## config.mk

```make
export PLATFORM = sky130hd
export DESIGN_NAME = ddmr_core
export DESIGN_NICKNAME = d
export VERILOG_FILES = /design/src/ddmr_pkg.sv /design/src/ddmr_core.sv /design/src/ddmr_fifo.sv
export SDC_FILE = /design/constraint.sdc
export NUM_CORES = 1
export LEC_CHECK = 0
export CORE_MARGIN = 4
export CORE_UTILIZATION = 56
export CTS_BUF_LIST = sky130_fd_sc_hd__clkbuf_16
export CTS_CLUSTER_DIAMETER = 100
export DETAILED_ROUTE_END_ITERATION = 8
export DONT_BUFFER_PORTS = 1
export PLACE_DENSITY = 0.71
export SYNTH_ARGS = -nofsm -noshare
export SYNTH_HDL_FRONTEND = slang
export SYNTH_HIERARCHICAL = 1
export SYNTH_SLANG_ARGS = --single-unit
```

## constraint.sdc

```tcl
create_clock -name clk_sys_i -period 3.6 [get_ports clk_sys_i]
set_clock_uncertainty 0.15 [all_clocks]
set_input_delay 0.36 -clock clk_sys_i [delete_from_list [all_inputs] [get_ports clk_sys_i]]
set_output_delay 0.36 -clock clk_sys_i [all_outputs]
set_load 0.05 [all_outputs]
```

## src/ddmr_pkg.sv

```systemverilog
// mode register decode constants for the ddr3 mode/burst/dll block
// assumes commands are already decoded to one-cycle strobes on clk_sys_i
// Summary of operation
// mr0 a3 selects sequential or interleaved order
// mr0 a1:a0 picks bc4, bl8 or on-the-fly
// sequential bl8 read rotates within nibbles
// interleaved bl8 read xors start with beat
// bc4 read gives nibble, then tristate four
// bc4 write uses a2 only, ascending order
// bl8 write always ascending zero to seven
// fixed bc4 write starts two cycles early (here only when al is at least two, else like bl8)
// on-the-fly bc4 write starts like bl8
// dll reset bit clears itself after reset
// controller waits dll lock before reads
// controller programs write recovery large enough
// a12 selects dll frozen or kept in powerdown
// controller selects mr1 with ba0 high
// controller writes reserved bits as zero
// dll off in self-refresh, on at exit
// controller keeps cke high during lock
// writes need dll only with dynamic termination
// controller disables nominal termination when dll off
// controller disables dynamic termination when dll off
// controller limits termination during write leveling
// commands held for additive latency internally
// controller selects mr0 with all ba low
// controller respects mrs cycle and update delay
// bc# low chops to four, high gives eight
package ddmr_pkg;
    localparam logic [1:0] DDMR_BL_FIX8 = 2'h0;
    localparam logic [1:0] DDMR_BL_OTF = 2'h1;
    localparam logic [1:0] DDMR_BL_FIX4 = 2'h2;
    localparam int DDMR_MR0_BL_LSB = 0;
    localparam int DDMR_MR0_BT = 3;
    localparam int DDMR_MR0_DLL_RST = 8;
    localparam int DDMR_MR0_PD_KEEP = 12;
    localparam int DDMR_MR1_DLL_DIS = 0;
    localparam int DDMR_MR1_AL_LSB = 3;
    localparam int DDMR_MR2_RTTWR_LSB = 9;
    localparam logic [15:0] DDMR_MR_RESET = 16'h0000;
    localparam int DDMR_WR_EARLY = 2;
    localparam int DDMR_BEATS = 8;
    localparam int DDMR_DLL_RST_CYC = 4;
    localparam int DDMR_FIFO_DEPTH = 8;
    localparam int DDMR_DELAY_DEPTH = 32;
    localparam logic [1:0] DDMR_MRSEL_0 = 2'h0;
    localparam logic [1:0] DDMR_MRSEL_1 = 2'h1;
    localparam logic [1:0] DDMR_MRSEL_2 = 2'h2;
endpackage : ddmr_pkg

```

## src/ddmr_core.sv

```systemverilog
// mode register, burst ordering, additive latency and dll control core
// assumes mrs/read/write/self-refresh/power-down events arrive as decoded
// one-cycle strobes on clk_sys_i; write data beats arrive through a fifo
`timescale 1ns/1ns
module ddmr_core
    import ddmr_pkg::*;
#(
    parameter int DATA_W = 16
) (
    input wire logic clk_sys_i,
    input wire logic rst_i,
    input wire logic mrs_i,
    input wire logic [1:0] mrs_sel_i,
    input wire logic [15:0] mrs_addr_i,
    input wire logic rd_cmd_i,
    input wire logic wr_cmd_i,
    input wire logic [2:0] col_i,
    input wire logic bc_n_i,
    input wire logic sr_enter_i,
    input wire logic sr_exit_i,
    input wire logic pd_enter_i,
    input wire logic pd_exit_i,
    input wire logic dll_locked_i,
    input wire logic wdata_valid_i,
    output logic wdata_ready_o,
    input wire logic [DATA_W-1:0] wdata_i,
    output logic rd_beat_valid_o,
    output logic [2:0] rd_beat_col_o,
    output logic dq_oe_n_o,
    output logic wr_store_o,
    output logic [2:0] wr_store_col_o,
    output logic [DATA_W-1:0] wr_store_data_o,
    output logic wr_int_start_o,
    output logic dll_run_o,
    output logic dll_rst_o,
    output logic pd_slow_exit_o,
    output logic [15:0] mr0_o,
    output logic wr_odt_ok_o
);
    typedef enum logic [2:0] {
        DDMR_IDLE_ST = 3'h1,
        DDMR_READ_ST = 3'h2,
        DDMR_WRITE_ST = 3'h4
    } ddmr_state_type;

    // beat column for a burst; writes always ascend from the group base
    function automatic logic [2:0] beat_col(input logic [2:0] start, input logic [2:0] beat,
                                           input logic ilv, input logic is_wr);
        logic [2:0] c;
        c = 3'h0;
        if (is_wr) begin
            c = beat;
        end else if (ilv) begin
            c = start ^ beat;
        end else begin
            c = {start[2] ^ beat[2], 2'(start[1:0] + beat[1:0])};
        end
        return c;
    endfunction : beat_col

    logic [15:0] mr0;
    logic [15:0] mr1;
    logic [15:0] mr2;
    logic [2:0] dll_rst_cnt;
    logic in_sr;
    logic in_pd;
    ddmr_state_type state;
    logic [2:0] beat;
    logic [2:0] cur_start;
    logic cur_chop;
    logic [DDMR_DELAY_DEPTH-1:0] rd_pipe;
    logic [DDMR_DELAY_DEPTH-1:0] wr_pipe;
    logic [3:0] cmd_info [DDMR_DELAY_DEPTH];
    logic [4:0] al;
    logic chop_now;
    logic fire_rd;
    logic fire_wr;
    logic fifo_valid;
    logic fifo_ready;
    logic [DATA_W-1:0] fifo_data;
    logic [1:0] bl_mode;

    assign bl_mode = mr0[DDMR_MR0_BL_LSB +: 2];
    // fixed bc4 forces a chop, otf follows bc#: low chops
    assign chop_now = (bl_mode == DDMR_BL_FIX4) ||
                      ((bl_mode == DDMR_BL_OTF) && !bc_n_i);

    // additive latency from mr1 a4:a3: 0 off, 1 cl-1, 2 cl-2 modelled as fixed steps
    always_comb begin
        case (mr1[DDMR_MR1_AL_LSB +: 2])
            2'h1: al = 5'h04;
            2'h2: al = 5'h03;
            default: al = 5'h00;
        endcase
    end

    ddmr_fifo #(
        .WIDTH(DATA_W),
        .DEPTH(DDMR_FIFO_DEPTH)
    ) u_wfifo (
        .clk_sys_i(clk_sys_i),
        .rst_i(rst_i),
        .in_valid_i(wdata_valid_i),
        .in_ready_o(wdata_ready_o),
        .in_data_i(wdata_i),
        .out_valid_o(fifo_valid),
        .out_ready_i(fifo_ready),
        .out_data_o(fifo_data)
    );

    // mode registers; dll reset bit clears itself as the reset count reaches zero
    always_ff @(posedge clk_sys_i or posedge rst_i) begin
        if (rst_i) begin
            mr0 <= DDMR_MR_RESET;
            mr1 <= DDMR_MR_RESET;
            mr2 <= DDMR_MR_RESET;
            dll_rst_cnt <= 3'h0;
        end else begin
            if (mrs_i && mrs_sel_i == DDMR_MRSEL_0) begin
                mr0 <= mrs_addr_i;
                if (mrs_addr_i[DDMR_MR0_DLL_RST]) begin
                    dll_rst_cnt <= 3'(DDMR_DLL_RST_CYC);
                end
            end else if (dll_rst_cnt == 3'h1) begin
                mr0[DDMR_MR0_DLL_RST] <= 1'b0;
            end
            if (dll_rst_cnt != 3'h0 && !(mrs_i && mrs_sel_i == DDMR_MRSEL_0)) begin
                dll_rst_cnt <= dll_rst_cnt - 3'h1;
            end
            if (mrs_i && mrs_sel_i == DDMR_MRSEL_1) begin
                mr1 <= mrs_addr_i;
            end
            if (mrs_i && mrs_sel_i == DDMR_MRSEL_2) begin
                mr2 <= mrs_addr_i;
            end
        end
    end

    // self-refresh and power-down tracking drive the dll
    always_ff @(posedge clk_sys_i or posedge rst_i) begin
        if (rst_i) begin
            in_sr <= 1'b0;
            in_pd <= 1'b0;
        end else begin
            if (sr_enter_i) begin
                in_sr <= 1'b1;
            end else if (sr_exit_i) begin
                in_sr <= 1'b0;
            end
            if (pd_enter_i) begin
                in_pd <= 1'b1;
            end else if (pd_exit_i) begin
                in_pd <= 1'b0;
            end
        end
    end

    always_ff @(posedge clk_sys_i or posedge rst_i) begin
        if (rst_i) begin
            dll_run_o <= 1'b0;
            dll_rst_o <= 1'b0;
            pd_slow_exit_o <= 1'b0;
            mr0_o <= DDMR_MR_RESET;
            wr_odt_ok_o <= 1'b0;
        end else begin
            // frozen in precharge power-down unless a12 keeps it running
            dll_run_o <= !mr1[DDMR_MR1_DLL_DIS] && !in_sr &&
                         !(in_pd && !mr0[DDMR_MR0_PD_KEEP]);
            dll_rst_o <= (dll_rst_cnt != 3'h0);
            pd_slow_exit_o <= !mr0[DDMR_MR0_PD_KEEP];
            mr0_o <= mr0;
            // dynamic termination on writes is only valid with a running dll
            wr_odt_ok_o <= (mr2[DDMR_MR2_RTTWR_LSB +: 2] == 2'h0) ||
                           (dll_run_o && dll_locked_i);
        end
    end

    // additive latency pipe: commands accepted at once, issued al+1 cycles later
    always_ff @(posedge clk_sys_i or posedge rst_i) begin
        if (rst_i) begin
            rd_pipe <= '0;
            wr_pipe <= '0;
        end else begin
            // slots drain toward bit zero, which issues the command inside the device
            rd_pipe <= {1'b0, rd_pipe[DDMR_DELAY_DEPTH-1:1]};
            wr_pipe <= {1'b0, wr_pipe[DDMR_DELAY_DEPTH-1:1]};
            if (rd_cmd_i) begin
                rd_pipe[al] <= 1'b1;
            end
            if (wr_cmd_i) begin
                // a fixed bc4 write is issued two cycles earlier than bl8 when al is at least two, else in the same slot
                if (bl_mode == DDMR_BL_FIX4 && al >= 5'(DDMR_WR_EARLY)) begin
                    wr_pipe[al - 5'(DDMR_WR_EARLY)] <= 1'b1;
                end else begin
                    wr_pipe[al] <= 1'b1;
                end
            end
        end
    end

    // per-slot command attributes follow the pipe
    always_ff @(posedge clk_sys_i) begin
        for (int i = 0; i < DDMR_DELAY_DEPTH - 1; i++) begin
            cmd_info[i] <= cmd_info[i+1];
        end
        cmd_info[DDMR_DELAY_DEPTH-1] <= 4'h0;
        if (rd_cmd_i) begin
            cmd_info[al] <= {chop_now, col_i};
        end
        if (wr_cmd_i) begin
            if (bl_mode == DDMR_BL_FIX4 && al >= 5'(DDMR_WR_EARLY)) begin
                cmd_info[al - 5'(DDMR_WR_EARLY)] <= {chop_now, col_i};
            end else begin
                cmd_info[al] <= {chop_now, col_i};
            end
        end
    end

    assign fire_rd = rd_pipe[0];
    assign fire_wr = wr_pipe[0] && !fire_rd;
    assign fifo_ready = (state == DDMR_WRITE_ST) && !(cur_chop && beat[2]);

    // burst sequencer: one beat per cycle, writes stall until data; eight slots per burst
    always_ff @(posedge clk_sys_i or posedge rst_i) begin
        if (rst_i) begin
            state <= DDMR_IDLE_ST;
            beat <= 3'h0;
            cur_start <= 3'h0;
            cur_chop <= 1'b0;
        end else begin
            case (state)
                DDMR_IDLE_ST: begin
                    if (fire_rd || fire_wr) begin
                        state <= fire_rd ? DDMR_READ_ST : DDMR_WRITE_ST;
                        cur_start <= cmd_info[0][2:0];
                        cur_chop <= cmd_info[0][3];
                        beat <= 3'h0;
                    end
                end
                DDMR_READ_ST: begin
                    beat <= beat + 3'h1;
                    if (beat == 3'(DDMR_BEATS - 1)) begin
                        state <= DDMR_IDLE_ST;
                    end
                end
                DDMR_WRITE_ST: begin
                    // writes wait for data; chopped tail slots pass unused
                    if (fifo_valid || (cur_chop && beat[2])) begin
                        beat <= beat + 3'h1;
                        if (beat == 3'(DDMR_BEATS - 1)) begin
                            state <= DDMR_IDLE_ST;
                        end
                    end
                end
                default: state <= DDMR_IDLE_ST;
            endcase
        end
    end

    always_ff @(posedge clk_sys_i or posedge rst_i) begin
        if (rst_i) begin
            rd_beat_valid_o <= 1'b0;
            rd_beat_col_o <= 3'h0;
            dq_oe_n_o <= 1'b1;
            wr_store_o <= 1'b0;
            wr_store_col_o <= 3'h0;
            wr_store_data_o <= '0;
            wr_int_start_o <= 1'b0;
        end else begin
            wr_int_start_o <= fire_wr && state == DDMR_IDLE_ST;
            if (state == DDMR_READ_ST) begin
                // chopped reads leave drivers off for the last four slots
                rd_beat_valid_o <= !(cur_chop && beat[2]);
                dq_oe_n_o <= cur_chop && beat[2];
                // a chop keeps beats 0..3 inside the start group, so one order serves both
                rd_beat_col_o <= beat_col(cur_start, beat, mr0[DDMR_MR0_BT], 1'b0);
            end else begin
                rd_beat_valid_o <= 1'b0;
                dq_oe_n_o <= 1'b1;
            end
            wr_store_o <= fifo_valid && fifo_ready;
            if (fifo_valid && fifo_ready) begin
                wr_store_data_o <= fifo_data;
                // bc4 write: a2 picks the group, a1:a0 ignored
                wr_store_col_o <= cur_chop ? {cur_start[2], beat[1:0]}
                                           : beat_col(cur_start, beat, 1'b0, 1'b1);
            end
        end
    end

    AST_DLL_RST_CLEARS: assert property (@(posedge clk_sys_i) disable iff (rst_i)
        (mrs_i && mrs_sel_i == DDMR_MRSEL_0 && mrs_addr_i[DDMR_MR0_DLL_RST])
        ##1 (!mrs_i)[*4] |=> !mr0[DDMR_MR0_DLL_RST])
        else $error("dll reset bit did not clear");
    AST_CHOP_TRISTATE: assert property (@(posedge clk_sys_i) disable iff (rst_i)
        (state == DDMR_READ_ST && cur_chop && beat[2]) |=> (dq_oe_n_o && !rd_beat_valid_o))
        else $error("chopped read drove tail slots");
    AST_SR_DLL_OFF: assert property (@(posedge clk_sys_i) disable iff (rst_i)
        sr_enter_i |-> ##2 !dll_run_o)
        else $error("dll still running in self-refresh");
    AST_PD_FROZEN: assert property (@(posedge clk_sys_i) disable iff (rst_i)
        (in_pd && !mr0[DDMR_MR0_PD_KEEP]) |=> !dll_run_o)
        else $error("dll not frozen in slow-exit power-down");
    AST_BL8_WR_ASC: assert property (@(posedge clk_sys_i) disable iff (rst_i)
        (fifo_valid && fifo_ready && !cur_chop) |=> wr_store_col_o == $past(beat))
        else $error("bl8 write not ascending");
    AST_BC4_WR_GROUP: assert property (@(posedge clk_sys_i) disable iff (rst_i)
        (fifo_valid && fifo_ready && cur_chop) |=> wr_store_col_o[2] == $past(cur_start[2]))
        else $error("bc4 write group wrong");
    AST_AL_RD: assert property (@(posedge clk_sys_i) disable iff (rst_i)
        (rd_cmd_i && al == 5'h00) |=> fire_rd)
        else $error("read not issued without additive latency");
    AST_AL_RD_HELD: assert property (@(posedge clk_sys_i) disable iff (rst_i)
        (rd_cmd_i && al == 5'h04) |-> ##1 !fire_rd ##4 fire_rd)
        else $error("read not held for additive latency");
    AST_ILV_FIRST: assert property (@(posedge clk_sys_i) disable iff (rst_i)
        (state == DDMR_READ_ST && beat == 3'h0) |=> rd_beat_col_o == $past(cur_start))
        else $error("first read beat not start column");
endmodule : ddmr_core

```

## src/ddmr_fifo.sv

```systemverilog
// small synchronous fifo with valid/ready on both sides
// assumes a single clock domain and an asynchronous active-high reset
`timescale 1ns/1ns
module ddmr_fifo #(
    parameter int WIDTH = 8,
    parameter int DEPTH = 8
) (
    input wire logic clk_sys_i,
    input wire logic rst_i,
    input wire logic in_valid_i,
    output logic in_ready_o,
    input wire logic [WIDTH-1:0] in_data_i,
    output logic out_valid_o,
    input wire logic out_ready_i,
    output logic [WIDTH-1:0] out_data_o
);
    localparam int AW = $clog2(DEPTH);
    logic [WIDTH-1:0] mem [DEPTH];
    logic [AW-1:0] wr_ptr;
    logic [AW-1:0] rd_ptr;
    logic [AW:0] count;
    logic push;
    logic pop;
    logic [AW:0] next_count;

    assign next_count = count + (AW+1)'(push) - (AW+1)'(pop);
    assign out_valid_o = (count != '0);
    assign out_data_o = mem[rd_ptr];
    assign push = in_valid_i && in_ready_o;
    assign pop = out_valid_o && out_ready_i;

    always_ff @(posedge clk_sys_i) begin
        if (push) begin
            mem[wr_ptr] <= in_data_i;
        end
    end

    always_ff @(posedge clk_sys_i or posedge rst_i) begin
        if (rst_i) begin
            wr_ptr <= '0;
            rd_ptr <= '0;
            count <= '0;
            in_ready_o <= 1'b1;
        end else begin
            if (push) begin
                wr_ptr <= (wr_ptr == AW'(DEPTH-1)) ? '0 : wr_ptr + 1'b1;
            end
            if (pop) begin
                rd_ptr <= (rd_ptr == AW'(DEPTH-1)) ? '0 : rd_ptr + 1'b1;
            end
            count <= next_count;
            // registered ready tracks count != depth, so the port comes from a flop
            in_ready_o <= (next_count != (AW+1)'(DEPTH));
        end
    end
endmodule : ddmr_fifo

```

==> flow_summary.json, run 1 <==
{
  "outcome": "finished, final reports clean",
  "pwr-share-seq_pct": 52.3,
  "crit_slowest_cell": "or3b_2",
  "synth.largest_area_cell": "edfxtp_1",
  "worstMarginPinSlew_ns": 1.01,
  "drcViolationCount": 0,
  "critical_path_class": "register to register",
  "p_per_area_nw_per_um2": 823,
  "fp-row-count": 54,
  "p_sw_mw": 3.59,
  "wl_met1_um": 8870,
  "worstPathArrival_ns": 3.30,
  "dpl_cell_area_um2": 13100,
  "drt_iter0_drc": 283,
  "vias": 5840,
  "dieWidth_um": 159,
  "yosysSeqAreaShare_pct": 75.7,
  "viasPerCell": 5.41,
  "antenna_left": 0,
  "crit_family": "adder cells",
  "gp_congestion": 0.822,
  "topRoutingLayerUsed": "met4",
  "first_pass_iters": 4,
  "startpoint_type": "register",
  "wl_met2_um": 10700,
  "syn_to_final_growth_pct": 16.1,
  "drv_cap": 0,
  "post_cts_resized": 0,
  "setup_tns_ns": 0,
  "clkLatencyLatePin_ns": 0.51,
  "clk_path_buf_depth": 3,
  "netSwitchingFraction_pct": 29.5,
  "design.portCount": 96,
  "netlist.area_leader.share_pct": 30.2,
  "grt_pass1_vias": 6309,
  "cp.required_ns": 3.88,
  "die_h_um": 159,
  "drv_slew": 0,
  "cts_inserted_buffers": 38,
  "gr-usage-all-layers_pct": 17.2,
  "drt-total-wl_um": 21300,
  "critPathMaxStageDelay_ns": 0.48,
  "stdcell_count": 1079,
  "grt-ovfl-total": 0,
  "async_flop_share_pct": 34.4,
  "rsz0062_at_grt": "false",
  "grt_max_degree": 67,
  "grt_pass1_wl_um": 34800,
  "max_freq_mhz": 331,
  "p_clk_share_pct": 31.6,
  "cts_tree": "done",
  "end_kind": "register",
  "ys_ff_latch": 384,
  "root_buffer": "clkbuf_16",
  "crit_chain": "inv_1 -> ha_1 -> or3b_2 -> nand2_1 -> inv_1 -> ha_1 -> inv_1 -> ha_1 -> fa_1 -> xor2_1 -> nor4b_1 -> mux2i_1",
  "fin_crit_sh_pct": 83.9,
  "place_ws_ns": 0.537,
  "ys_warn_count": 6,
  "fin_area_um2": 14800,
  "comb_power_share_pct": 16.1,
  "nNetsFinal": 837,
  "syn_inst": 696,
  "cp_num_buf_inv": 3,
  "portBuffers": 0,
  "final-setup-viol-count": 0,
  "start_util_pct": 57.6,
  "layout-drive-gt1-share_pct": 23.6,
  "antenna_found_initial": 1,
  "htreeDepth": 2,
  "critPathMaxFanout": 4,
  "path_clk_slew_ns": 0.06,
  "yosysUniqueCellTypes": 52,
  "syn_area_per_cell_um2": 18.3,
  "max_slew_margin_pct": 32.7,
  "dp_hpwl_um": 12600,
  "cts_sinks": 384,
  "met3_wirelength_um": 1280,
  "p_leak_nw": 5.97,
  "fin_crit_ns": 3.02,
  "wire_per_inst_um": 19.8,
  "coreArea_um2": 22100,
  "synth_ff_type": "dfrtp_1",
  "synth_edf_count": 128,
  "synth_area_um2": 12700,
  "fin_util_pct": 66.9,
  "dieArea_um2": 25200,
  "hold_class": "input pin to register",
  "setup_slack_ns": 0.580,
  "p_int_mw": 8.57,
  "hold_violations": 0,
  "dp.cells": 962,
  "peakVddDrop_uv": 592,
  "synth_area_leaders": "edfxtp_1 (30%), dfrtp_1 (25%), dfxtp_1 (20%)"
}
placed cells by master (no fill, tap or decap), types with 11 or more instances in the layout:
cell / instances
buf_4: 13
inv_1: 32
mux4_1: 24
dfrtp_1: 129
edfxtp_1: 128
dlygate4sd3_1: 46
nand2b_1: 12
dfxtp_1: 124
clkbuf_16: 41
ha_1: 19
mux2_2: 91
a21o_1: 11
o21ai_0: 11
nand2_1: 16
power by group through the flow:
stage,clock (mW),combinational [mW],sequential [mW]
2_1_floorplan,0,1.63,6.20
3_3_place_gp,0,1.79,6.41
3_5_place_dp,0,1.90,6.45
4_1_cts,3.93,1.98,6.37
5_1_grt,4.13,2.16,6.44
6_report,3.84,1.96,6.36
metrics by stage:
step / hold WS (ns) / total power, mW
after floorplan: 0.0617 / 7.82
after global placement: 0.118 / 8.20
after detailed placement: 0.132 / 8.35
after CTS: 0.00133 / 12.3
after global routing: 0.0101 / 12.7
final: 0.0212 / 12.2
per-layer routing:
| layer | vias up | GRT usage (%) |
|---|---|---|
| met5 | - | 0 |
| met4 | 0 | 4.89 |
| met3 | 38 | 4.85 |
| met2 | 142 | 29.2 |
| met1 | 2987 | 22.0 |
| li1 | 2673 | - |
layout make-up:
type / instances / area [um^2]
Antenna cell: 1 / 2.50
Clock buffer: 41 / 1030
Clock inverter: 29 / 219
Fill cell: 1442 / 7310
Inverter: 20 / 78.8
Multi-Input combinational cell: 264 / 2890
Sequential cell: 384 / 9630
Tap cell: 280 / 350
Timing Repair Buffer: 60 / 578
synthesized netlist by cell type (2+ instances only):
cell,count
a21o_1,11
a21oi_1,2
a22o_1,2
and3_1,3
buf_2,8
buf_6,5
clkbuf_1,18
dfrtp_1,129
dfstp_2,3
dfxtp_1,124
edfxtp_1,128
ha_1,19
inv_1,20
mux2_2,91
mux2i_1,3
mux4_1,24
mux4_2,8
nand2_1,16
nand2b_1,12
nand3_1,2
nand3b_1,2
nor2_1,10
nor3_1,7
nor3b_1,3
nor4_1,2
o21ai_0,11
o21ai_2,3
o31ai_1,2
xnor2_1,4
xor2_1,2
state kept, by name (all words and copies together) (netlist names), 4 cells and up:
register         cells
wr_pipe             31
mr0                 16
cmd_info           124
u_wfifo/mem        128
mr0_o               16
rd_pipe              8
wr_store_data_o     16
u_wfifo/count        4
logic make-up after synthesis:
| kind of cell | Yosys count | share of synthesized area, % |
|---|---|---|
| and+or+nand+nor | 70 | 3.19 |
| buffers and inverters | 52 | 1.94 |
| adders and majority gates | 20 | 2.03 |
| DFF | 384 | 75.7 |
| AOI/OAI and AO/OA | 36 | 1.95 |
| other | 1 | 0.0295 |
| xor gates and xnor gates | 6 | 0.413 |
| muxes | 127 | 14.8 |
final timing paths:
| check | from | slack, ns | end | depth (start not counted) |
|---|---|---|---|---|
| max in group asynchronous | rst_i | 2.21 | mr0_o[7]$_DFF_PP0_ | 3 |
| max reg2reg | u_wfifo/count[2]$_DFF_PP0_ | 0.58 | u_wfifo/in_ready_o$_DFF_PP1_ | 12 |
| max | u_wfifo/count[2]$_DFF_PP0_ | 0.58 | u_wfifo/in_ready_o$_DFF_PP1_ | 12 |
| min in group asynchronous | rst_i | 0.22 | u_wfifo/rd_ptr[0]$_DFFE_PP0P_ | 2 |
| min | rd_cmd_i | 0.02 | cmd_info[3][3]$_DFF_P_ | 2 |
| min reg2reg | cmd_info[13][1]$_DFF_P_ | 0.17 | cmd_info[12][1]$_DFF_P_ | 0 |
repair_timing:
item | 4_1_cts | 5_1_grt
hold endpoints to repair | 314 | 0
setup buffers | 0 | 0
hold buffers | 46 | 0
setup endpoints to repair | 0 | 0
Note: power is estimated with default switching activity, not from simulation.
==> run 2, diff against run 1 <==
- clock period: 3.6 -> 2.7 ns (I/O delays scaled with it)
==> flow_summary.json, run 2 (synthesis results as in run 1) <==
{
  "largest_reg_flops": 128,
  "layout-drive-gt1-share_pct": 27.2,
  "most-common-layout-cells": "dfrtp_1 (129), edfxtp_1 (128), dfxtp_1 (124)",
  "rsz0062_at_grt": "true",
  "cp-startpoint": "u_wfifo/count[3]$_DFF_PP0_",
  "antenna_found_initial": 0,
  "p_leak_nw": 6.08,
  "path_clk_slew_ns": 0.06,
  "final-setup-viol-count": 1,
  "rr_endpoint": "u_wfifo/in_ready_o$_DFF_PP1_",
  "startpoint_type": "register",
  "clkLatencyLatePin_ns": 0.52,
  "vias": 5974,
  "gr-usage-all-layers_pct": 17.6,
  "p_per_area_nw_per_um2": 1100,
  "outcome": "complete, but fails checks",
  "final_common_cell": "dfrtp_1",
  "clk_path_buf_depth": 3,
  "cts_inserted_buffers": 39,
  "hold_class": "input pin to register",
  "dieArea_um2": 25200,
  "crit_end": "u_wfifo/in_ready_o$_DFF_PP1_",
  "top_regs": "u_wfifo/mem: 128 flops, cmd_info: 124 flops, wr_pipe: 31 flops",
  "portBuffers": 0,
  "max_freq_mhz": 365,
  "coreArea_um2": 22100,
  "grt_pass1_wl_um": 35700,
  "wire_per_inst_um": 19.9,
  "regMostFlops": "u_wfifo/mem",
  "p_total_mw": 16.6,
  "dieWidth_um": 159,
  "hold_violations": 0,
  "r2r_cells": 12,
  "critPathMaxFanout": 3,
  "peakVddDrop_uv": 729,
  "fin_crit_ns": 2.74,
  "fp-row-count": 54,
  "drv_slew": 0,
  "first_pass_iters": 4,
  "cts_sinks": 384,
  "worstMarginPinSlew_ns": 0.725,
  "viasPerCell": 5.42,
  "holdWs_ns": 0.0390,
  "dp_hpwl_um": 13500,
  "critical_path_class": "register to register",
  "drcViolationCount": 0,
  "start_util_pct": 57.6,
  "drt_iter0_drc": 417,
  "regArea_um2": 9630,
  "cp.required_ns": 2.98,
  "nNetsFinal": 862,
  "setup_slack_ns": -0.0402,
  "fillers": 1400,
  "root_buffer": "clkbuf_16",
  "max_slew_margin_pct": 51.6,
  "htreeDepth": 2,
  "cts_tree": "done",
  "grt_pass1_vias": 6590,
  "design.portCount": 96,
  "grt-ovfl-total": 0,
  "grt_max_degree": 66,
  "rr_startpoint": "u_wfifo/count[3]$_DFF_PP0_",
  "die_h_um": 159,
  "num_antenna_cells": 0,
  "drv_cap": 0,
  "fin_crit_sh_pct": 101,
  "multi_input_area_um2": 2980,
  "worstPathArrival_ns": 3.02,
  "fin_util_pct": 68.3,
  "rrSetupSlack_ns": -0.04,
  "gp_congestion": 0.766,
  "drt-total-wl_um": 21900,
  "end_kind": "register",
  "syn_to_final_growth_pct": 18.5,
  "violations": "negative setup slack",
  "antenna_left": 0
}
==> run 2: repair_timing <==
action | 4_1_cts | 5_1_grt
setup endpoints to repair | 1 | 1
hold buffers | 51 | 0
setup buffers | 0 | 2
endpoints found under the hold margin | 230 | 0
pin swaps | 2 | 5
gates resized for setup | 6 | 8
==> run 2: worst min path at each step <==
| stage | from | end | depth (start not counted) |
|---|---|---|---|
| floorplan | rst_i | u_wfifo/count[0]$_DFF_PP0_ | 1 |
| global placement | rst_i | u_wfifo/count[3]$_DFF_PP0_ | 1 |
| detailed placement | rst_i | u_wfifo/count[3]$_DFF_PP0_ | 1 |
| CTS | mrs_sel_i[1] | mr0[8]$_DFFE_PP0P_ | 3 |
| global route | mrs_sel_i[1] | mr0[8]$_DFFE_PP0P_ | 3 |
| finish | mrs_sel_i[1] | mr0[8]$_DFFE_PP0P_ | 3 |
==> run 2: routing by layer <==
| metal | GRT usage [%] | wire [um] | vias up | part of all wire [%] |
|---|---|---|---|---|
| met5 | 0 | 0 | - | 0 |
| met4 | 5.72 | 533 | 0 | 2.4 |
| met3 | 4.64 | 1380 | 44 | 6.3 |
| met2 | 29.3 | 11000 | 191 | 50 |
| met1 | 22.8 | 9030 | 3004 | 41 |
| li1 | - | - | 2735 | - |
==> run 2: power by group <==
part / switching, mW / internal (mW) / leakage, nW
logic: 1.40 / 1.61 / 1.64
registers: 1.42 / 6.97 / 3.79
clock network: 2.14 / 3.02 / 0.649
total: 4.96 / 11.6 / 6.08
==> run 2: critical path: stages, from the launching register on <==
cell and delay, ns:
dfrtp_1 0.37, inv_2 0.07, ha_4 0.12, or3b_4 0.38, nand2_2 0.09, inv_2 0.04
ha_4 0.25, inv_2 0.04, ha_4 0.15, fa_2 0.38, xor2_4 0.18, nor4b_2 0.31
mux2i_1 0.11
==> run 2: per-stage QoR <==
stage | setup TNS [ns] | area (um^2) | setup slack, ns | cells
floorplan | -0.550 | 12800 | -0.0115 | 700
global placement | 0 | 13200 | 0.0266 | 979
detailed placement | -0.143 | 13200 | -0.143 | 979
CTS | 0 | 15000 | 0.0162 | 1101
global route | -0.137 | 15100 | -0.137 | 1103
finish | -0.0402 | 15100 | -0.0402 | 1103
==> run 2: cell type report <==
| type | instances | share of cell area [%] |
|---|---|---|
| clock buffers | 42 | 6.97 |
| flip-flops and latches | 384 | 63.9 |
| multi-input cells | 264 | 19.8 |
| inverters | 20 | 0.523 |
| clock inverters | 29 | 1.36 |
| well taps | 280 | 2.32 |
| repair buffers | 84 | 5.19 |
==> run 3, diff against run 2 <==
- CORE_ASPECT_RATIO: not set -> 0.7
==> flow_summary.json, run 3 (synthesis results as in run 1) <==
{
  "vias": 5971,
  "rrSetupSlack_ns": -0.09,
  "clkLatencyLatePin_ns": 0.51,
  "cts_sinks": 384,
  "grt_max_degree": 57,
  "num_antenna_cells": 0,
  "root_buffer": "clkbuf_16",
  "grt-ovfl-total": 0,
  "final_common_cell": "dfrtp_1",
  "coreArea_um2": 22000,
  "violations": "negative setup slack",
  "gr-usage-all-layers_pct": 18.0,
  "rsz0062_at_grt": "true",
  "largest_reg_flops": 128,
  "dp.cells": 996,
  "p_total_mw": 16.7,
  "max_freq_mhz": 359,
  "clk_path_buf_depth": 3,
  "dp_hpwl_um": 13200,
  "drv_slew": 0,
  "regMostFlops": "u_wfifo/mem",
  "drcViolationCount": 0,
  "end_kind": "register",
  "grt_pass1_wl_um": 35800,
  "peakVddDrop_uv": 601,
  "antenna_left": 0,
  "max_slew_margin_pct": 55.5,
  "rr_endpoint": "u_wfifo/in_ready_o$_DFF_PP1_",
  "holdWs_ns": 0.0107,
  "stdcell_count": 1117,
  "final-setup-viol-count": 1,
  "grt_pass1_vias": 6529,
  "fp-row-count": 45,
  "drt_iter0_drc": 457,
  "crit_end": "u_wfifo/in_ready_o$_DFF_PP1_",
  "cp-startpoint": "u_wfifo/count[2]$_DFF_PP0_",
  "viasPerCell": 5.35,
  "top_regs": "u_wfifo/mem: 128 flops, cmd_info: 124 flops, wr_pipe: 31 flops",
  "gp_congestion": 0.832,
  "syn_to_final_growth_pct": 18.5,
  "rr_startpoint": "u_wfifo/count[2]$_DFF_PP0_",
  "hold_class": "input pin to register",
  "startpoint_type": "register",
  "fin_crit_sh_pct": 103,
  "cts_inserted_buffers": 36,
  "outcome": "complete, but fails checks",
  "hold_violations": 0,
  "drt-total-wl_um": 22100,
  "path_clk_slew_ns": 0.06,
  "die_h_um": 134,
  "design.portCount": 96,
  "dieArea_um2": 25200,
  "cts_tree": "done",
  "p_per_area_nw_per_um2": 1110,
  "layout-drive-gt1-share_pct": 26.7,
  "start_util_pct": 57.8,
  "critPathMaxFanout": 3,
  "cp.required_ns": 2.97,
  "drv_cap": 0,
  "dieWidth_um": 188,
  "most-common-layout-cells": "dfrtp_1 (129), edfxtp_1 (128), dfxtp_1 (124)",
  "critical_path_class": "register to register",
  "antenna_found_initial": 0,
  "p_leak_nw": 6.06,
  "setup_slack_ns": -0.0871,
  "r2r_cells": 13,
  "fin_crit_ns": 2.79,
  "portBuffers": 0,
  "nNetsFinal": 853,
  "first_pass_iters": 4,
  "wire_per_inst_um": 19.7,
  "worstMarginPinSlew_ns": 0.663,
  "htreeDepth": 2,
  "worstPathArrival_ns": 3.06
}
## run 3: changes by cell type in the layout (fill, tap and decap cells not counted), moves of 3 or more
cell,change
inv_2,-3
clkbuf_16,-3
bufinv_16,+4
buf_4,-6
inv_4,-3
inv_1,+4
clkinv_1,-7
clkinv_2,+3
## run 3: per-layer routing
metal	up-vias	GRT usage, %	share of wire, %
met5	-	0	0
met4	0	4.73	2.2
met3	44	4.42	7.1
met2	159	28.3	46
met1	3057	25.8	44
li1	2711	-	-
## run 3: area by class of cell
cell class / count / area, um^2
clock inverter: 27 / 298
timing repair buffer: 78 / 748
inverter: 20 / 78.8
fill: 1386 / 6930
sequential: 384 / 9630
clock buffer: 39 / 976
tap: 305 / 382
multi-input combinational: 264 / 2970
## run 3: worst min path at each step
stage                             from                       endpoint  slack (ns)  cells after the start
final                     mrs_sel_i[1]             mr1[4]$_DFFE_PP0P_        0.01                      2
after global routing      mrs_sel_i[1]             mr1[4]$_DFFE_PP0P_       0.008                      2
after CTS                 mrs_sel_i[1]             mr1[4]$_DFFE_PP0P_       0.003                      2
after detailed placement         rst_i  u_wfifo/wr_ptr[2]$_DFFE_PP0P_        0.03                      1
after global placement           rst_i  u_wfifo/wr_ptr[2]$_DFFE_PP0P_        0.01                      1
after floorplan                  rst_i     u_wfifo/count[0]$_DFF_PP0_       -0.03                      1
## run 3: worst max-delay path, stage by stage, from the launching register on
cell     delay (ns)
dfrtp_1        0.39
inv_2          0.08
ha_2           0.18
or3b_4         0.38
nand2_2        0.10
inv_2          0.05
ha_4           0.25
inv_2          0.04
ha_4           0.15
fa_2           0.37
xor2_4         0.17
buf_4          0.14
nor4_2         0.13
mux2i_1        0.12
## run 3: per-stage QoR
step | instance area [um^2] | TNS (ns) | util (%) | setup slack [ns]
after floorplan | 12800 | -0.550 | - | -0.0115
after global placement | 13200 | 0 | 60.0 | 0.0211
after detailed placement | 13200 | -0.130 | 60.0 | -0.130
after CTS | 15000 | 0 | 68.3 | 0.00238
after global routing | 15100 | -0.177 | 68.5 | -0.177
final | 15100 | -0.0871 | 68.5 | -0.0871
## run 3: power breakdown
part	internal [mW]	total (mW)	switching, mW	leakage [nW]
combinational	1.64	3.08	1.44	1.61
clock	3.20	5.29	2.08	0.659
sequential	6.97	8.37	1.40	3.79
## run 3: what timing repair did
action,in CTS,in global routing
pin swaps,2,4
setup endpoints to repair,1,1
cloned,0,0
resized for setup,6,6
hold buffers,50,0
hold endpoints to repair,289,0
setup buffers,2,3
